<file path="src/csf_defines.svh">
// Constants for the status flags low byte: offsets, bit positions, reset values.
// Assumes inclusion by bare name from the status flags module.
`ifndef CSF_DEFINES_SVH
`define CSF_DEFINES_SVH
// -----------------------------------------------------------------
// Register offsets
// -----------------------------------------------------------------
`define CSF_OFS_STATUS   12'h000
`define CSF_OFS_CTRL     12'h004
`define CSF_OFS_ALU_OP   12'h008
`define CSF_OFS_ALU_RES  12'h00c
// -----------------------------------------------------------------
// Field positions
// -----------------------------------------------------------------
`define CSF_BIT_LVL_HI   7
`define CSF_BIT_LVL_LO   5
`define CSF_BIT_RPT      4
`define CSF_BIT_NEG      3
`define CSF_BIT_OVF      2
`define CSF_BIT_ZERO     1
`define CSF_BIT_CARRY    0
`define CSF_BIT_MSB_PL   0
`define CSF_BIT_NSTD     1
// -----------------------------------------------------------------
// Reset values and maximum level
// -----------------------------------------------------------------
`define CSF_RST_STATUS   8'h00
`define CSF_RST_LEVEL    3'h0
`define CSF_LEVEL_MAX    3'h7
`endif

</file>
<file path="src/csf_pkg.sv">
// Types shared by the status flags block.
// Assumes csf_defines.svh is on the include path.
package csf_pkg;
    typedef enum logic [1:0] {
        CSF_OP_ADD,
        CSF_OP_SUB,
        CSF_OP_LOGIC,
        CSF_OP_NONE
    } csf_op_t;
    typedef enum logic [1:0] {
        CSF_BUS_IDLE,
        CSF_BUS_WRITE,
        CSF_BUS_READ
    } csf_bus_st_t;
endpackage

</file>
<file path="src/csf_alu_flags.sv">
// Combinational flag generator for one 16-bit ALU operation.
// Assumes operands are stable for the cycle in which the core updates flags.
module csf_alu_flags #(
    parameter int WIDTH = 16
) (
    input  wire logic [WIDTH-1:0] op_a,
    input  wire logic [WIDTH-1:0] op_b,
    input  wire logic [1:0]       op_kind,
    output logic [WIDTH-1:0]      result,
    output logic                  neg,
    output logic                  ovf,
    output logic                  nonzero,
    output logic                  carry
);
    import csf_pkg::*;
    logic [WIDTH:0] sum_ext;
    wire  is_sub = (op_kind == 2'(CSF_OP_SUB));
    wire  is_log = (op_kind == 2'(CSF_OP_LOGIC));
    wire  [WIDTH-1:0] b_eff = is_sub ? ~op_b : op_b;

    // Sum with carry in set for subtraction, so carry out acts as not-borrow.
    assign sum_ext = {1'b0, op_a} + {1'b0, b_eff} + {{WIDTH{1'b0}}, is_sub};
    assign result  = is_log ? (op_a & op_b) : sum_ext[WIDTH-1:0];
    assign neg     = result[WIDTH-1];
    assign nonzero = |result;
    assign carry   = sum_ext[WIDTH];
    // Overflow when both effective operands share a sign that the result lacks.
    assign ovf     = (op_a[WIDTH-1] == b_eff[WIDTH-1]) && (result[WIDTH-1] != op_a[WIDTH-1]);
endmodule

</file>
<file path="src/csf_status_flags.sv">
// Low byte of the core status register with an AHB-Lite register slave.
// Assumes one AHB-Lite master, single word transfers, synchronous inputs.
// What this block does
// - Bits 7 to 5 hold the current priority level 0 to 7 in plain binary.
// - A level field of 111 blocks all user interrupts.
// - A fourth level bit forms levels 8 to 15 and, when one, blocks user interrupts.
// - While nesting disable is one, software writes to bits 7 to 5 are ignored; the fourth level bit stays writable.
// - Bit 4 is one from the cycle after a single-instruction repeat loop starts until the cycle after it ends.
// - Bit 3 follows the sign of the result of an updating ALU operation.
// - Bit 2 is set on signed overflow and cleared when none occurred.
// - Bit 1 is set by a zero result and cleared by a non-zero one.
// - Bit 0 is the carry out of the result's top bit, not-borrow for subtraction.
//
// The AHB-Lite register port and the register offsets are this design's own decisions.
`include "csf_defines.svh"
module csf_status_flags #(
    parameter int WIDTH = 16
) (
    input  wire logic              ref_clk,
    input  wire logic              sys_rst,
    input  wire logic              hsel,
    input  wire logic [11:0]       haddr,
    input  wire logic [1:0]        htrans,
    input  wire logic              hwrite,
    input  wire logic [2:0]        hsize,
    input  wire logic [31:0]       hwdata,
    input  wire logic              hready,
    input  wire logic              repeat_loop_active,
    input  wire logic              core_flag_we,
    input  wire logic [3:0]        core_flag_mask,
    input  wire csf_pkg::csf_op_t  core_op,
    input  wire logic [WIDTH-1:0]  core_op_a,
    input  wire logic [WIDTH-1:0]  core_op_b,
    input  wire logic              core_level_we,
    input  wire logic [2:0]        core_level,
    output logic [31:0]            hrdata,
    output logic                   hreadyout,
    output logic                   hresp,
    output logic [7:0]             status_out,
    output logic [3:0]             cpu_priority_level,
    output logic                   user_irq_block
);
    import csf_pkg::*;

    // -----------------------------------------------------------------
    // State
    // -----------------------------------------------------------------
    logic [2:0]       level_ff, nxt_level;
    logic             rpt_ff;
    logic             neg_ff, ovf_ff, zero_ff, carry_ff;
    logic             nxt_neg, nxt_ovf, nxt_zero, nxt_carry;
    logic             msb_pl_ff, nstd_ff;
    logic [1:0]       sw_op_ff;
    logic [WIDTH-1:0] sw_res_ff;
    logic             dp_wr_ff;
    logic [11:0]      dp_addr_ff;
    logic [31:0]      hrdata_ff;
    logic [7:0]       status_ff;
    logic [3:0]       pl_ff;
    logic             block_ff;
    logic [WIDTH-1:0] alu_res;
    logic             f_neg, f_ovf, f_nz, f_carry;

    // Byte view of the status register, reused for reads and the output.
    function automatic logic [7:0] pack_status(input logic [2:0] lv, input logic r,
                                               input logic n, input logic o,
                                               input logic z, input logic c);
        pack_status = {lv, r, n, o, z, c};
    endfunction

    // -----------------------------------------------------------------
    // Flag generator
    // -----------------------------------------------------------------
    csf_alu_flags #(.WIDTH(WIDTH)) u_flags (
        .op_a    (core_op_a),
        .op_b    (core_op_b),
        .op_kind (core_op),
        .result  (alu_res),
        .neg     (f_neg),
        .ovf     (f_ovf),
        .nonzero (f_nz),
        .carry   (f_carry)
    );

    // -----------------------------------------------------------------
    // Bus decode
    // -----------------------------------------------------------------
    wire addr_ok   = hsel && hready && htrans[1];
    wire wr_stat   = dp_wr_ff && (dp_addr_ff == `CSF_OFS_STATUS);
    wire wr_ctrl   = dp_wr_ff && (dp_addr_ff == `CSF_OFS_CTRL);
    wire wr_alu_op = dp_wr_ff && (dp_addr_ff == `CSF_OFS_ALU_OP);
    wire [7:0] cur_status = pack_status(level_ff, rpt_ff, neg_ff, ovf_ff, zero_ff, carry_ff);

    // Read mux chosen at the address phase so hrdata is a register.
    wire [31:0] rd_mux =
        (haddr == `CSF_OFS_STATUS)  ? {24'h000000, cur_status} :
        (haddr == `CSF_OFS_CTRL)    ? {30'h00000000, nstd_ff, msb_pl_ff} :
        (haddr == `CSF_OFS_ALU_OP)  ? {30'h00000000, sw_op_ff} :
        (haddr == `CSF_OFS_ALU_RES) ? {{(32-WIDTH){1'b0}}, sw_res_ff} : 32'h00000000;

    // Software writes to the status byte drive the flags through the same path.
    wire       sw_flag = wr_stat;
    wire [3:0] upd     = sw_flag ? 4'hf : (core_flag_we ? core_flag_mask : 4'h0);

    // Next flag values: a software write sets all four, else the core update sets its masked bits, others hold.
    always_comb begin
        nxt_neg   = neg_ff;
        nxt_ovf   = ovf_ff;
        nxt_zero  = zero_ff;
        nxt_carry = carry_ff;
        if (sw_flag) begin
            {nxt_neg, nxt_ovf, nxt_zero, nxt_carry} = hwdata[3:0];
        end else begin
            if (upd[3]) nxt_neg = f_neg;
            if (upd[2]) nxt_ovf = f_ovf;
            if (upd[1]) nxt_zero = ~f_nz;
            if (upd[0]) nxt_carry = f_carry;
        end
    end

    // Level: the core has priority; software is locked out under nesting disable.
    always_comb begin
        nxt_level = level_ff;
        if (core_level_we) begin
            nxt_level = core_level;
        end else if (wr_stat && !nstd_ff) begin
            nxt_level = hwdata[`CSF_BIT_LVL_HI:`CSF_BIT_LVL_LO];
        end
    end

    // Bus phase capture.
    always_ff @(posedge ref_clk or posedge sys_rst) begin
        if (sys_rst) begin
            dp_wr_ff   <= 1'b0;
            dp_addr_ff <= 12'h000;
            hrdata_ff  <= 32'h00000000;
        end else begin
            dp_wr_ff   <= addr_ok && hwrite;
            dp_addr_ff <= haddr;
            if (addr_ok && !hwrite) hrdata_ff <= rd_mux;
        end
    end

    // Flags and level registers; unselected flags keep their value.
    always_ff @(posedge ref_clk or posedge sys_rst) begin
        if (sys_rst) begin
            level_ff <= `CSF_RST_LEVEL;
            rpt_ff   <= 1'b0;
            {neg_ff, ovf_ff, zero_ff, carry_ff} <= 4'h0;
        end else begin
            level_ff <= nxt_level;
            rpt_ff   <= repeat_loop_active;
            {neg_ff, ovf_ff, zero_ff, carry_ff} <= {nxt_neg, nxt_ovf, nxt_zero, nxt_carry};
        end
    end

    // Control and software ALU registers.
    always_ff @(posedge ref_clk or posedge sys_rst) begin
        if (sys_rst) begin
            msb_pl_ff <= 1'b0;
            nstd_ff   <= 1'b0;
            sw_op_ff  <= 2'h3;
            sw_res_ff <= '0;
        end else begin
            if (wr_ctrl) {nstd_ff, msb_pl_ff} <= hwdata[1:0];
            if (wr_alu_op) sw_op_ff <= hwdata[1:0];
            if (core_flag_we) sw_res_ff <= alu_res;
        end
    end

    // Output registers follow the next state so they match the flags.
    wire [7:0] nxt_status = pack_status(nxt_level, repeat_loop_active, nxt_neg, nxt_ovf,
                                        nxt_zero, nxt_carry);
    always_ff @(posedge ref_clk or posedge sys_rst) begin
        if (sys_rst) begin
            status_ff <= `CSF_RST_STATUS;
            pl_ff     <= 4'h0;
            block_ff  <= 1'b0;
        end else begin
            status_ff <= nxt_status;
            pl_ff     <= {wr_ctrl ? hwdata[0] : msb_pl_ff, nxt_level};
            block_ff  <= (nxt_level == `CSF_LEVEL_MAX) || (wr_ctrl ? hwdata[0] : msb_pl_ff);
        end
    end

    assign hrdata             = hrdata_ff;
    assign hreadyout          = 1'b1;
    assign hresp              = 1'b0;
    assign status_out         = status_ff;
    assign cpu_priority_level = pl_ff;
    assign user_irq_block     = block_ff;
endmodule
</file>
<file path="config.mk">
export PLATFORM = sky130hd
export DESIGN_NAME = csf_status_flags
export DESIGN_NICKNAME = d
export VERILOG_FILES = /design/src/csf_pkg.sv /design/src/csf_alu_flags.sv /design/src/csf_status_flags.sv
export VERILOG_INCLUDE_DIRS = /design/src
export SDC_FILE = /design/constraint.sdc
export NUM_CORES = 1
export LEC_CHECK = 0
export BUFFER_PORTS_ARGS = -buffer_cell sky130_fd_sc_hd__buf_2
export CAP_MARGIN = 20
export CORE_ASPECT_RATIO = 0.9
export CORE_MARGIN = 10
export CORE_UTILIZATION = 51
export CTS_BUF_LIST = sky130_fd_sc_hd__clkbuf_4 sky130_fd_sc_hd__clkbuf_8
export DETAILED_ROUTE_END_ITERATION = 10
export HOLD_SLACK_MARGIN = 0.12
export PLACE_DENSITY = 0.8
export REMOVE_ABC_BUFFERS = 1
export SYNTH_ARGS = -nofsm -noshare
export SYNTH_HDL_FRONTEND = slang
export SYNTH_SLANG_ARGS = --single-unit
</file>
<file path="constraint.sdc">
create_clock -name ref_clk -period 2.7 [get_ports ref_clk]
set_input_delay 0.135 -clock ref_clk [delete_from_list [all_inputs] [get_ports ref_clk]]
set_output_delay 0.135 -clock ref_clk [all_outputs]
set_load 0.1 [all_outputs]
</file>
== Word-level counts from Yosys, hierarchy flattened ==
Index checks and enable logic that the tools add are counted.

* Bits in registers: 86
* Logic and storage cells: 65
* Input bits: 98

* Bitwise logic cells: 3
* $add $sub $neg: 2
* Reduce and logical (&&, ||, !) cells: 15
* Equality and inequality tests: 10
* Multiplexer cells: 19

{| class="wikitable"
|+ Operators with widths
! cell !! number
|-
| two-way mux 16 bit || 6
|-
| == test 12 x 4 -> 1 bit (second input constant) || 3
|-
| == test 12 x 3 -> 1 bit (second input constant) || 2
|-
| logical NOT 12 bit || 2
|-
| adder 16 x 16 -> 17 bit || 1
|-
| adder 17 x 1 -> 17 bit || 1
|-
| AND 16 bit || 1
|-
| inverter 16 bit || 1
|-
| OR reduction 16 bit || 1
|-
| logical AND 1 bit || 9
|-
| two-way mux 1 bit || 9
|-
| two-way mux 4 bit || 2
|-
| two-way mux 3 bit || 2
|-
| == test 3 bit (second input constant) || 1
|-
| == test 2 x 1 -> 1 bit (second input constant) || 1
|-
| == test 2 bit (second input constant) || 1
|-
| logical NOT 1 bit || 2
|-
| == test 1 bit || 1
|-
| logical OR 1 bit || 1
|-
| != test 1 bit || 1
|-
| inverter 1 bit || 1
|}

== Logic depth before layout (Yosys ltp) ==
* Depth after elaboration: 9
* Depth in mapped cells: 13
* Gate-level depth less buffers: 11

== Modules after synthesis ==
Synthesis repeated with hierarchy kept, for this count alone.

* Cells, all modules: 408
* Area total of the unflattened synthesis: 3831.2 µm²

{| class="wikitable"
|+ Modules (own cells, without submodules)
! module !! cells an instance !! sequential area each (µm²) !! instances !! area each (µm²)
|-
| csf_status_flags || 221 || 1453.9 || 1 || 2568.7
|-
| csf_alu_flags || 187 || 0.0 || 1 || 1262.5
|}

== Worst setup path before layout ==
OpenSTA, ideal clock, no wires.

* Path kind: input to register
* Start point: in core_op[1]
* End point: reg status_ff[1] (netlist: status_out[1])
* Setup time: 0.065 ns
* Data required time: 2.635 ns
* Path buffers: 2
* Stages: 12
* Slack: -0.585 ns
* Arrival: 3.219 ns
* Path through: nand2b_4 buf_6 buf_1 o21ai_0 fa_1 a211oi_1 o211a_1 o21ai_0 o41ai_1 mux2_2 o21ai_0 a31o_1

* Longest elaborated chain between the ends: 9

{| class="wikitable"
|+ Ends and longest elaborated chain
! item !! line !! source
|-
| from (decl) || csf_status_flags.sv:31 || <nowiki>input wire csf_pkg::csf_op_t core_op,</nowiki>
|-
| == test 2 x 1 -> 1 bit || csf_alu_flags.sv:17 || <nowiki>wire is_sub = (op_kind == 2'(CSF_OP_SUB));</nowiki>
|-
| two-way mux 16 bit || csf_alu_flags.sv:19 || <nowiki>wire [WIDTH-1:0] b_eff = is_sub ? ~op_b : op_b;</nowiki>
|-
| adder 16 x 16 -> 17 bit || csf_alu_flags.sv:22 || <nowiki>assign sum_ext = {1'b0, op_a} + {1'b0, b_eff} + {{WIDTH{1'b0}}, is_sub};</nowiki>
|-
| adder 17 x 1 -> 17 bit || csf_alu_flags.sv:22 ||
|-
| two-way mux 16 bit * || csf_alu_flags.sv:23 || <nowiki>assign result = is_log ? (op_a & op_b) : sum_ext[WIDTH-1:0];</nowiki>
|-
| OR reduction 16 bit * || csf_alu_flags.sv:25 || <nowiki>assign nonzero = |result;</nowiki>
|-
| inverter 1 bit * || csf_status_flags.sv:116 || <nowiki>if (upd[1]) nxt_zero = ~f_nz;</nowiki>
|-
| two-way mux 1 bit * || csf_status_flags.sv:116 ||
|-
| two-way mux 1 bit * || csf_status_flags.sv:111 || <nowiki>if (sw_flag) begin</nowiki>
|-
| to (signal assigned) || csf_status_flags.sv:176 || <nowiki>status_ff <= `CSF_RST_STATUS;</nowiki>
|-
| to (signal assigned) || csf_status_flags.sv:180 || <nowiki>status_ff <= nxt_status;</nowiki>
|-
| to (decl) || csf_status_flags.sv:58 || <nowiki>logic [7:0] status_ff;</nowiki>
|}

Every way passes the cells marked *; elsewhere a longest branch is shown, timed or not.
A chain may end at the register's enable or synchronous reset.

== Worst setup path after layout ==
Ends and elaborated chain as after synthesis.

==> out/metrics.cfg <==
[yosys]
synth_area_per_cell_um2 = 9.40
synth.largest_area_cell = dfrtp_1
synthTopCellsByArea = dfrtp_1 37%, ha_1 5.6%, buf_4 5.4%
synth-seq-cells = 58
yosysWarnings = 0
netlist_area_um2 = 3770
synth_edf_count = 0
synthFlopType = dfrtp_1
ys_seq_area_frac = 0.386
synth_most_common_cell = dfrtp_1
async_flop_share = 1.00
ys_types = 62
synth_common_cells = 56 x dfrtp_1, 43 x nand2_1, 32 x o21ai_0
synth_top_cell_area_share = 0.372
netlist_instances = 401

[setup_path]
cp_num_buf_inv = 3
critPathArrivalTime_ns = 2.98
crit_path_max_fanout = 8
crit_start = core_op[1]
rr_worst_depth = 7
critical-path-max-stage-delay_ns = 0.35
cp-end-kind = flop
cp.required_ns = 2.97
r2r_setup_slack_ns = 0.35
startpoint_type = input port
timing.rr.end = cpu_priority_level[1]$_DFF_PP0_
crit_slowest_cell = a311o_1
cp_top_family = compound AO/OA/AOI/OAI gates
crit_type = input port to flop
crit_chain = buf_2 -> nand2b_4 -> buf_6 -> xnor2_1 -> ha_1 -> o21a_1 -> o21ai_1 -> buf_4 -> o2111a_1 -> o211a_1 -> a311o_1 -> a2111o_1 -> nor4b_2 -> a31o_1
r2r_start = dp_addr_ff[9]$_DFF_PP0_

[status]
outcome = finished, violations left
failed_checks = setup timing

[drt]
ant_nets = 0
drtIter0Drc = 207
vias = 3789
firstDrtPassIters = 5
drt-total-wl_um = 11500
vias_per_cell = 5.51
avgRoutedWirePerCell_um = 16.8
drcViolationCount = 0

[worst_hold_path]
whs_path_depth = 3
hold_end = sw_res_ff[10]$_DFFE_PP0P_
hold_class = input port to flop
hp-start = core_op_b[10]

[floorplanning]
rows = 29
initial_utilization = 0.530
coreArea_um2 = 7110
ios = 145
die_w_um = 111
die_area_um2 = 11200
die_h_um = 102

[power_and_ir_drop]
p_per_area_nw_per_um2 = 580
p_clk_frac = 0.285
leakagePower_nw = 2.54
switching_share = 0.351
p_switching_mw = 1.08
sequentialPowerShare = 0.327
p_int_mw = 2.00
comb_power_share = 0.388
vdd_drop_max_v = 0.000301

[layout]
seq_area_um2 = 1450
fillers = 544
final_nets = 706
multi_input_area_um2 = 2130
drive_gt1_frac = 0.365
fin_area_um2 = 5320
antennaDiodeCount = 0
syn_to_final_growth_pct = 41.1

[placement]
dpl-instance-area_um2 = 4720
io_buffers = 97
gp_congestion = 0.866
dp_hpwl_um = 8940
dp_worst_setup_slack_ns = -0.445

[clocking]
cts.sinks = 58
clock_path_buffers = 2
cts_tree = done
path_clk_slew_ns = 0.06
insertion_delay_ns = 0.33
cts_buffers = 9
cts_htree_levels = 3
clk_root_buffer_cell = clkbuf_8

[timing]
min_period_ns = 2.71
skew_ns = 0.00484
timing.fmax_mhz = 369
max-slew-margin-rel = 0.488
final_hold_viol_count = 0
finalCritPeriodShare = 1.01
fin_ws_ns = -0.0136
rsz0062_at_grt = true
slew_violations = 0
setup_tns_ns = -0.0136
worstMarginPinSlew_ns = 0.763
setup_violations = 1
timing.hold.ws_ns = 0.164

[global_route]
overflow = 0
grt_pass1_vias = 3975
grt_pass1_wl_um = 18800
antenna_found_initial = 0
grt_max_degree = 33
grt_use_total = 0.199

[run]
drv_cap = 0

## state kept, by name, indices dropped and copies added, names as in the netlist
name / flops
sw_res_ff: 16
hrdata: 16
nstd_ff: 1
user_irq_block: 1
dp_wr_ff: 1
sw_op_ff: 2
dp_addr_ff: 12
msb_pl_ff: 1
cpu_priority_level: 3
status_out: 5
## tightest hold or removal path, stage by stage
cell and delay [ns]:
buf_2 0.11, a31oi_1 0.08, a21oi_1 0.13
## power groups by stage
stage,Clock [mW],Combinational (mW),Sequential (mW)
3_5_place_dp,0,1.11,1.02
3_3_place_gp,0,1.08,1.02
6_report,0.880,1.20,1.01
4_1_cts,0.896,1.17,1.01
2_1_floorplan,0,0.557,1.16
5_1_grt,0.927,1.28,1.02
## cell families (layout without fill, tap and decap cells)
family / Yosys count / in the layout / synth area share
simple gates: 127 / 127 / 0.172
compound gates: 106 / 106 / 0.185
flops: 58 / 58 / 0.386
buf+inv: 46 / 224 / 0.0750
xor+xnor: 25 / 25 / 0.0581
mux: 19 / 19 / 0.0604
fa+ha+maj: 18 / 18 / 0.0617
other cells: 2 / 18 / 0.00199
## cells in the final DEF (no fill, tap or decap), types with 3 or more instances in the layout
master,count
a21oi_1,22
dlygate4sd3_1,31
mux2i_1,7
a22oi_1,7
nor3b_1,3
dfrtp_1,56
nor4_1,7
nor3_1,5
ha_1,17
nand3_1,11
or3b_2,3
o21ai_0,30
nor2_1,27
nand2_1,43
mux2_2,10
buf_2,97
nand4_1,3
xnor2_1,22
conb_1,18
a31oi_1,8
inv_1,4
o21a_1,3
o211ai_1,3
clkbuf_8,10
and3_1,9
nand4b_1,3
buf_4,73
a21o_1,3
## final cells by class
type                            instances  share of cell area
Multi-Input combinational cell        313               0.401
Tap cell                               93              0.0219
Clock buffer                           11              0.0273
Sequential cell                        58               0.273
Clock inverter                          5              0.0146
Inverter                                5             0.00353
Timing Repair Buffer                  203               0.258
## per-stage QoR
step / power [mW] / std cells / utilization
6_report: 3.09 / 688 / 0.748
3_3_place_gp: 2.10 / 638 / 0.664
2_1_floorplan: 1.72 / 376 / -
4_1_cts: 3.08 / 688 / 0.745
5_1_grt: 3.23 / 688 / 0.748
3_5_place_dp: 2.14 / 638 / 0.664
## metal layers
layer	GRT usage	vias to the layer above	share of wire
li1	-	1802	-
met5	0	-	0
met1	0.233	1804	0.42
met3	0.0573	14	0.076
met4	0.0480	0	0.0086
met2	0.354	169	0.50
## worst max path at each step
stage / to / slack (ns) / cells after the start
finish: status_out[1]$_DFFE_PP0P_ / -0.01 / 14
floorplan: status_out[1]$_DFFE_PP0P_ / -0.22 / 10
CTS: status_out[1]$_DFFE_PP0P_ / 0.03 / 13
detailed placement: status_out[1]$_DFFE_PP0P_ / -0.44 / 12
global route: status_out[1]$_DFFE_PP0P_ / -0.16 / 15
global placement: status_out[1]$_DFFE_PP0P_ / -0.32 / 13
## repair_timing
item | CTS | global route
pin swaps | 7 | 4
setup buffers | 3 | 0
setup endpoints to repair | 1 | 4
hold buffers | 31 | 0
resized for setup | 4 | 6
hold endpoints to repair | 49 | 0
Note: power is estimated with default switching activity, not from simulation.
